==> src/include/dft_pkg.sv <==
package dft_pkg;
    // error codes shown on the display and stored in the history
    localparam logic [7:0] DFT_CODE_NONE = 8'h00;
    localparam logic [7:0] DFT_CODE_OC_CONST = 8'h01;
    localparam logic [7:0] DFT_CODE_OC_DECEL = 8'h02;
    localparam logic [7:0] DFT_CODE_OC_ACCEL = 8'h03;
    localparam logic [7:0] DFT_CODE_OC_OTHER = 8'h04;
    localparam logic [7:0] DFT_CODE_OVERLOAD = 8'h05;
    localparam logic [7:0] DFT_CODE_BUS_OV = 8'h07;
    localparam logic [7:0] DFT_CODE_MEM = 8'h08;
    localparam logic [7:0] DFT_CODE_BUS_UV = 8'h09;
    localparam logic [7:0] DFT_CODE_CPU = 8'h11;
    localparam logic [7:0] DFT_CODE_EXT = 8'h12;
    localparam logic [7:0] DFT_CODE_START = 8'h13;
    localparam logic [7:0] DFT_CODE_GROUND = 8'h14;
    localparam logic [7:0] DFT_CODE_IN_OV = 8'h15;
    localparam logic [7:0] DFT_CODE_MOD_HOT = 8'h21;
    localparam logic [7:0] DFT_CODE_DRIVER = 8'h30;
    localparam logic [7:0] DFT_CODE_THERMISTOR = 8'h35;
    localparam logic [7:0] DFT_CODE_ESTOP = 8'h37;
    localparam logic [7:0] DFT_CODE_COMM = 8'h60;
    // motion phase encoding
    localparam logic [1:0] DFT_PHASE_CONST = 2'h0;
    localparam logic [1:0] DFT_PHASE_DECEL = 2'h1;
    localparam logic [1:0] DFT_PHASE_ACCEL = 2'h2;
    // init select value that clears only the history
    localparam logic [1:0] DFT_INIT_CLEAR_HISTORY = 2'h0;
    // timing: clock and stop time before input over-voltage test
    localparam longint DFT_CLK_HZ = 10000000;
    localparam longint DFT_STOP_TEST_S = 100;
    localparam longint DFT_STOP_TEST_CYC = DFT_STOP_TEST_S * DFT_CLK_HZ;
    localparam int DFT_STOP_CNT_W = 30;
    // widths
    localparam int DFT_SNAP_W = 16;
    // reset values
    localparam logic [7:0] DFT_RST_CODE = 8'h00;
    localparam logic [15:0] DFT_RST_SNAP = 16'h0000;
endpackage

==> src/core/dft_trip.sv <==
`timescale 1ns/1ps
`default_nettype none
module dft_trip
    import dft_pkg::*;
#(
    parameter longint STOP_TEST_CYC = DFT_STOP_TEST_CYC
) (
    // clock and reset
    input wire logic ref_clk,
    input wire logic rst,
    // fault sources (asynchronous pins)
    input wire logic over_current,
    input wire logic [1:0] motion_phase,
    input wire logic motor_overload,
    input wire logic bus_over_voltage,
    input wire logic bus_under_voltage,
    input wire logic mem_fault,
    input wire logic cpu_fault,
    input wire logic external_trip_input,
    input wire logic ground_fault,
    input wire logic input_over_voltage,
    input wire logic module_over_temp,
    input wire logic thermistor_hot,
    input wire logic driver_path_error,
    input wire logic emergency_stop,
    input wire logic comm_watchdog_expired,
    input wire logic brownout_restart_failed,
    // operator and configuration
    input wire logic run_command,
    input wire logic motor_running,
    input wire logic unattended_start_guard,
    input wire logic reset_input_terminal,
    input wire logic reset_held_at_power_off,
    input wire logic power_up_test,
    input wire logic stop_reset_key,
    input wire logic [1:0] init_select_setting,
    input wire logic init_execute,
    // operating data to snapshot
    input wire logic [15:0] operating_data,
    // outputs
    output logic tripped,
    output logic output_enable,
    output logic run_allowed,
    output logic [7:0] display_code,
    output logic [15:0] fault_snapshot,
    output logic [7:0] newest_fault_record,
    output logic [7:0] middle_fault_record,
    output logic [7:0] oldest_fault_record
);
    // fault vector bit order, highest priority first in the encoder except brownout, taken right after bus under-voltage, and input over-voltage, taken last
    localparam int NF = 18;

    // whole state of the block
    typedef struct packed {
        logic [NF-1:0] s1;          // first sync stage
        logic [NF-1:0] s2;          // second sync stage
        logic [1:0] ph1;            // phase sync stage 1
        logic [1:0] ph2;            // phase sync stage 2
        logic key1;                 // key sync
        logic key2;
        logic key3;                 // key edge history
        logic init1;                // init request sync
        logic init2;
        logic init3;
        logic boot1;                // reset just released
        logic boot2;                // sync pipe half full
        logic first;                // sync pipe full: power-up checks now
        logic tripped;
        logic oe;                   // output stage enable
        logic [7:0] code;           // latched display code
        logic [15:0] snap;          // operating data snapshot
        logic [7:0] h0;             // newest
        logic [7:0] h1;             // middle
        logic [7:0] h2;             // oldest
        logic [DFT_STOP_CNT_W-1:0] stop_cnt; // time spent stopped
        logic stop_done;            // stopped long enough for the test
    } dft_state_t;

    dft_state_t st, next_st;

    // raw fault pins gathered, synchronised as one vector
    logic [NF-1:0] raw;
    assign raw = {emergency_stop, cpu_fault, driver_path_error, mem_fault,
                  ground_fault, over_current, bus_over_voltage, bus_under_voltage,
                  motor_overload, module_over_temp, thermistor_hot,
                  external_trip_input, comm_watchdog_expired,
                  brownout_restart_failed, input_over_voltage,
                  run_command, power_up_test, reset_input_terminal};

    // synchronised named views
    logic f_estop, f_cpu, f_drv, f_mem, f_gnd, f_oc, f_bov, f_buv, f_ovl;
    logic f_mod, f_thm, f_ext, f_comm, f_brown, f_inov, s_run, s_pwr, s_rs;
    assign {f_estop, f_cpu, f_drv, f_mem, f_gnd, f_oc, f_bov, f_buv, f_ovl,
            f_mod, f_thm, f_ext, f_comm, f_brown, f_inov, s_run, s_pwr, s_rs} = st.s2;

    // fault select and code
    logic fault_now;
    logic [7:0] fault_code;
    logic key_press;
    logic init_press;

    // priority encoder of active faults to a code
    always_comb begin
        fault_now = 1'b1;
        fault_code = DFT_CODE_NONE;
        if (f_estop) begin
            fault_code = DFT_CODE_ESTOP;
        end else if (f_cpu) begin
            fault_code = DFT_CODE_CPU;
        end else if (f_drv) begin
            fault_code = DFT_CODE_DRIVER;
        end else if (f_mem || (st.first && reset_held_at_power_off)) begin
            fault_code = DFT_CODE_MEM;
        end else if (f_gnd && s_pwr) begin
            fault_code = DFT_CODE_GROUND;
        end else if (f_oc) begin
            // code follows the motion phase at detection
            case (st.ph2)
                DFT_PHASE_CONST: fault_code = DFT_CODE_OC_CONST;
                DFT_PHASE_DECEL: fault_code = DFT_CODE_OC_DECEL;
                DFT_PHASE_ACCEL: fault_code = DFT_CODE_OC_ACCEL;
                default: fault_code = DFT_CODE_OC_OTHER;
            endcase
        end else if (f_bov) begin
            fault_code = DFT_CODE_BUS_OV;
        end else if (f_buv) begin
            fault_code = DFT_CODE_BUS_UV;
        end else if (f_brown) begin
            fault_code = DFT_CODE_BUS_UV;
        end else if (f_ovl) begin
            fault_code = DFT_CODE_OVERLOAD;
        end else if (f_mod) begin
            fault_code = DFT_CODE_MOD_HOT;
        end else if (f_thm) begin
            fault_code = DFT_CODE_THERMISTOR;
        end else if (f_ext) begin
            fault_code = DFT_CODE_EXT;
        end else if (f_comm) begin
            fault_code = DFT_CODE_COMM;
        end else if (st.first && unattended_start_guard && s_run) begin
            fault_code = DFT_CODE_START;
        end else if (st.stop_done && f_inov) begin
            fault_code = DFT_CODE_IN_OV;
        end else begin
            fault_now = 1'b0;
        end
    end

    // next-state logic
    always_comb begin
        next_st = st;
        key_press = st.key2 && !st.key3;
        init_press = st.init2 && !st.init3;
        // synchroniser chains
        next_st.s1 = raw;
        next_st.s2 = st.s1;
        next_st.ph1 = motion_phase;
        next_st.ph2 = st.ph1;
        next_st.key1 = stop_reset_key;
        next_st.key2 = st.key1;
        next_st.key3 = st.key2;
        next_st.init1 = init_execute;
        next_st.init2 = st.init1;
        next_st.init3 = st.init2;
        // power-up checks wait until the run pin has crossed both sync flops
        next_st.boot1 = 1'b0;
        next_st.boot2 = st.boot1;
        next_st.first = st.boot2;
        // stopped-time counter, reset whenever the motor runs
        if (motor_running) begin
            next_st.stop_cnt = '0;
            next_st.stop_done = 1'b0;
        end else if (st.stop_cnt >= STOP_TEST_CYC[DFT_STOP_CNT_W-1:0] - 1'b1) begin
            next_st.stop_done = 1'b1;
        end else begin
            next_st.stop_cnt = st.stop_cnt + 1'b1;
        end
        // history clear by init select 00
        if (init_press && init_select_setting == DFT_INIT_CLEAR_HISTORY) begin
            next_st.h0 = DFT_RST_CODE;
            next_st.h1 = DFT_RST_CODE;
            next_st.h2 = DFT_RST_CODE;
        end
        // key press clears the trip, run or stop alike
        if (st.tripped && key_press) begin
            next_st.tripped = 1'b0;
            next_st.oe = 1'b1;
            next_st.code = DFT_CODE_NONE;
            next_st.stop_cnt = '0;
            next_st.stop_done = 1'b0;
        end
        // a new fault trips; set wins over a clear in the same cycle
        if (fault_now && (!st.tripped || key_press)) begin
            next_st.tripped = 1'b1;
            next_st.oe = 1'b0;
            next_st.code = fault_code;
            next_st.snap = operating_data;
            next_st.h0 = fault_code;
            next_st.h1 = st.h0;
            next_st.h2 = st.h1;
        end
        // while tripped output stays off and code holds
        if (st.tripped && !key_press) begin
            next_st.oe = 1'b0;
        end
    end

    // state register
    always_ff @(posedge ref_clk or posedge rst) begin
        if (rst) begin
            st <= '0;
            st.boot1 <= 1'b1;
            st.code <= DFT_RST_CODE;
            st.snap <= DFT_RST_SNAP;
            st.oe <= 1'b0;
        end else begin
            st <= next_st;
        end
    end

    // outputs straight from the state register
    always_comb begin
        tripped = st.tripped;
        output_enable = st.oe;
        run_allowed = st.oe;
        display_code = st.code;
        fault_snapshot = st.snap;
        newest_fault_record = st.h0;
        middle_fault_record = st.h1;
        oldest_fault_record = st.h2;
    end
endmodule
`default_nettype wire

==> config.mk <==
export PLATFORM = sky130hd
export DESIGN_NAME = dft_trip
export DESIGN_NICKNAME = d
export VERILOG_FILES = /design/src/include/dft_pkg.sv /design/src/core/dft_trip.sv
export SDC_FILE = /design/constraint.sdc
export NUM_CORES = 1
export LEC_CHECK = 0
export ABC_AREA = 1
export BUFFER_PORTS_ARGS = -buffer_cell sky130_fd_sc_hd__buf_2
export CORE_ASPECT_RATIO = 0.75
export CORE_MARGIN = 8
export CORE_UTILIZATION = 24
export DETAILED_ROUTE_END_ITERATION = 12
export MAX_ROUTING_LAYER = met4
export SLEW_MARGIN = 25
export SYNTH_ARGS = -nofsm -noshare
export SYNTH_HDL_FRONTEND = slang
export SYNTH_SLANG_ARGS = --single-unit
export TNS_END_PERCENT = 100
==> constraint.sdc <==
create_clock -name ref_clk -period 4.2 [get_ports ref_clk]
set_input_delay 0.63 -clock ref_clk [delete_from_list [all_inputs] [get_ports ref_clk]]
set_output_delay 0.63 -clock ref_clk [all_outputs]
set_load 0.1 [all_outputs]
==> flow_metrics.py <==
metrics = {
    "synthesis": {
        "yosys_warnings": 0,
        "netlist_area_mm2": 0.00595,
        "synth_cells": 675,
        "synth-seq-cells": 124,
        "yosysMostFrequentCell": "nand2_1",
        "synthFlopType": "dfrtp_1",
        "synth_cell_types": 44,
        "synth_edf_count": 0,
        "synth_common_cells": "171 x nand2_1, 123 x dfrtp_1, 75 x nand3_1",
        "avgSynthCellArea_um2": 8.81,
        "synth_area_leader_cell": "dfrtp_1",
        "yosysTopAreaCellShare_pct": 51.8,
        "seq_area_frac_synth_pct": 52.2,
        "ys_async_sr_fraction_pct": 100,
        "ys_top_cells_by_area": "dfrtp_1 52%, nand2_1 11%, buf_4 6.7%, nand3_1 6.3%, nor2_1 3.6%",
    },
    "layout": {
        "antennaDiodeCount": 0,
        "fin_util_pct": 28.4,
        "area_growth_pct": 17.7,
        "final_area_mm2": 0.00700,
        "nNetsFinal": 771,
        "drive_above_1_share_pct": 21.9,
        "layout.cells.non_filler": 1073,
    },
    "placed_design": {
        "globalplace.congestion": 0.846,
        "dp.cells": 1040,
        "placed_area_mm2": 0.00633,
        "dp_hpwl_um": 10200,
        "port_buffers": 90,
    },
    "grt": {
        "grt_pass1_wl_um": 23500,
        "grt_use_total_pct": 10.1,
        "antenna_found_initial": 0,
        "grt_max_degree": 70,
        "grt_pass1_vias": 4270,
        "grt-ovfl-total": 0,
    },
    "critical_path": {
        "worstPathRequired_ns": 4.48,
        "endpoint_kind": "flip-flop",
        "critPathMaxFanout": 30,
        "crit_start": "st[1]$_DFFE_PP0P_",
        "crit_type": "flip-flop to flip-flop",
        "r2r-start": "st[1]$_DFFE_PP0P_",
        "start_kind": "flip-flop",
        "critPathArrivalTime_ns": 2.74,
    },
    "power_and_ir_drop": {
        "vdd_drop_max_mv": 0.309,
        "cellLeakagePower_uw": 0.00336,
        "powerDensity_mw_per_mm2": 576,
    },
    "clock_network": {
        "cts.htree.levels": 4,
        "cts_tree": "done",
        "cts_buffer_depth": 2,
        "cts-resized-gates": 0,
        "numCtsBuffers": 17,
        "path_clk_slew_ns": 0.06,
        "postCtsSetupRepairBufs": 0,
        "clock_latency_ns": 0.42,
        "cts_hold_buf": 0,
        "cts_num_sinks": 124,
        "clockRootBuffer": "clkbuf_16",
    },
    "job": {
        "drv_cap": 0,
    },
    "route": {
        "viasPerCell": 4.17,
        "detail_route.first_pass.iterations": 5,
        "routedWlPerCell_um": 13.5,
        "drtIter0Drc": 343,
        "drc_errors": 0,
        "vias": 4479,
        "detail-route-antenna-nets": 0,
        "routed_wl_um": 14500,
    },
    "sta": {
        "rsz0062_at_grt": "no",
        "relSlewSlack_pct": 51.5,
        "fin_skew_ns": 0.0111,
        "fin_crit_ns": 2.46,
        "tns_ns": 0,
        "maxSlewViolCount": 0,
        "whs_ns": 0.156,
        "worst_pin_slew_ns": 0.725,
        "max_freq_mhz": 407,
        "setup_viol": 0,
        "finalCritPeriodShare_pct": 58.5,
        "hold_violations": 0,
    },
    "floorplanning": {
        "die_area_mm2": 0.0301,
        "die_y_um": 152,
        "core_area_mm2": 0.0246,
        "rows": 50,
        "ios": 96,
        "start_util_pct": 24.1,
        "fp.dieW_um": 198,
    },
    "status": {
        "outcome": "finished, final reports clean",
    },
    "min_path": {
        "hp-class": "primary input to asynchronous set/reset pin",
    },
}
==> logic make-up after synthesis <==
kind of cell | Yosys count | share of synthesized area (%)
and+or+nand+nor | 353 | 26.2
buffers and inverters | 129 | 12.9
other | 1 | 0.0631
adders and majority gates | 4 | 0.842
DFF | 124 | 52.2
AOI/OAI and AO/OA | 45 | 4.97
xor gates and xnor gates | 19 | 2.80
==> metal layers <==
layer	wire (µm)	up-vias	track usage, %
met2	5800	155	13.2
li1	-	2197	-
met1	7370	2113	14.2
met4	191	0	3.66
met5	0	-	-
met3	1130	14	3.22
==> worst paths after layout <==
check / to / slack [ns] / cells past startpoint
max: st[10]$_DFFE_PP0P_ / 1.74 / 12
min: st[12]$_DFFE_PP0P_ / 0.16 / 2
max reg2reg: st[10]$_DFFE_PP0P_ / 1.74 / 12
min reg2reg: f_estop$_DFF_PP0_ / 0.34 / 0
max in group asynchronous: next_st[82]$_DFF_PP1_ / 3.45 / 3
min in group ref_clk: next_st[106]$_DFF_PP0_ / 0.31 / 1
==> through the flow <==
stage                     worst slack, ns  power (µW)
after CTS                            1.74        4080
after floorplan                     0.272        2420
after global routing                 1.48        4190
final                                1.74        4030
after detailed placement             1.44        2470
after global placement               1.49        2470
==> where the power goes <==
part / leakage (µW) / total, µW / internal, µW / switching, µW
combinational: 0.00151 / 1070 / 141 / 926
clock: 0.000303 / 1580 / 1000 / 578
sequential: 0.00155 / 1380 / 1310 / 67.5
==> registers in the layout, summed over array words and instances, names as in the netlist, 7 cells and up <==
| name | cells |
|---|---|
| st | 36 |
| next_st | 25 |
| fault_snapshot | 16 |
| display_code | 7 |
| middle_fault_record | 7 |
| newest_fault_record | 7 |
| oldest_fault_record | 7 |
==> area by class of cell <==
class | count | area [µm²]
Fill cell | 2664 | 17600
Sequential cell | 124 | 3100
Multi-Input combinational cell | 426 | 2090
Timing Repair Buffer | 96 | 528
Clock buffer | 17 | 425
Tap cell | 338 | 423
Inverter | 57 | 216
Clock inverter | 15 | 211
==> placed cells by master (no fill, tap or decap), types with 2 or more instances in the layout <==
cell type and n:
a21oi_1 4, a31oi_1 2, buf_2 90, buf_4 4
bufinv_16 4, clkbuf_16 17, clkinv_4 2, clkinvlp_4 3
conb_1 5, dfrtp_1 123, ha_1 4, inv_1 51
inv_2 5, inv_6 4, nand2_1 171, nand2_2 6
nand3_1 75, nand3_2 4, nand3b_1 2, nand4_1 12
nor2_1 57, nor2_4 2, nor3_1 16, o211ai_1 2
o21ai_0 19, o21ai_1 2, o21ai_2 9, or3_1 2
xnor2_1 5, xor2_1 14
==> critical path: stages (launching register included) <==
cell	delay [ns]
dfrtp_1	0.36
ha_1	0.21
nand3_2	0.13
inv_2	0.10
nand2_2	0.07
inv_2	0.10
nand2_2	0.08
o21ai_4	0.14
nand2_2	0.10
nand2_4	0.23
nand2_2	0.47
nand3_1	0.23
o21ai_2	0.07
Note: power is estimated with default switching activity, not from simulation.
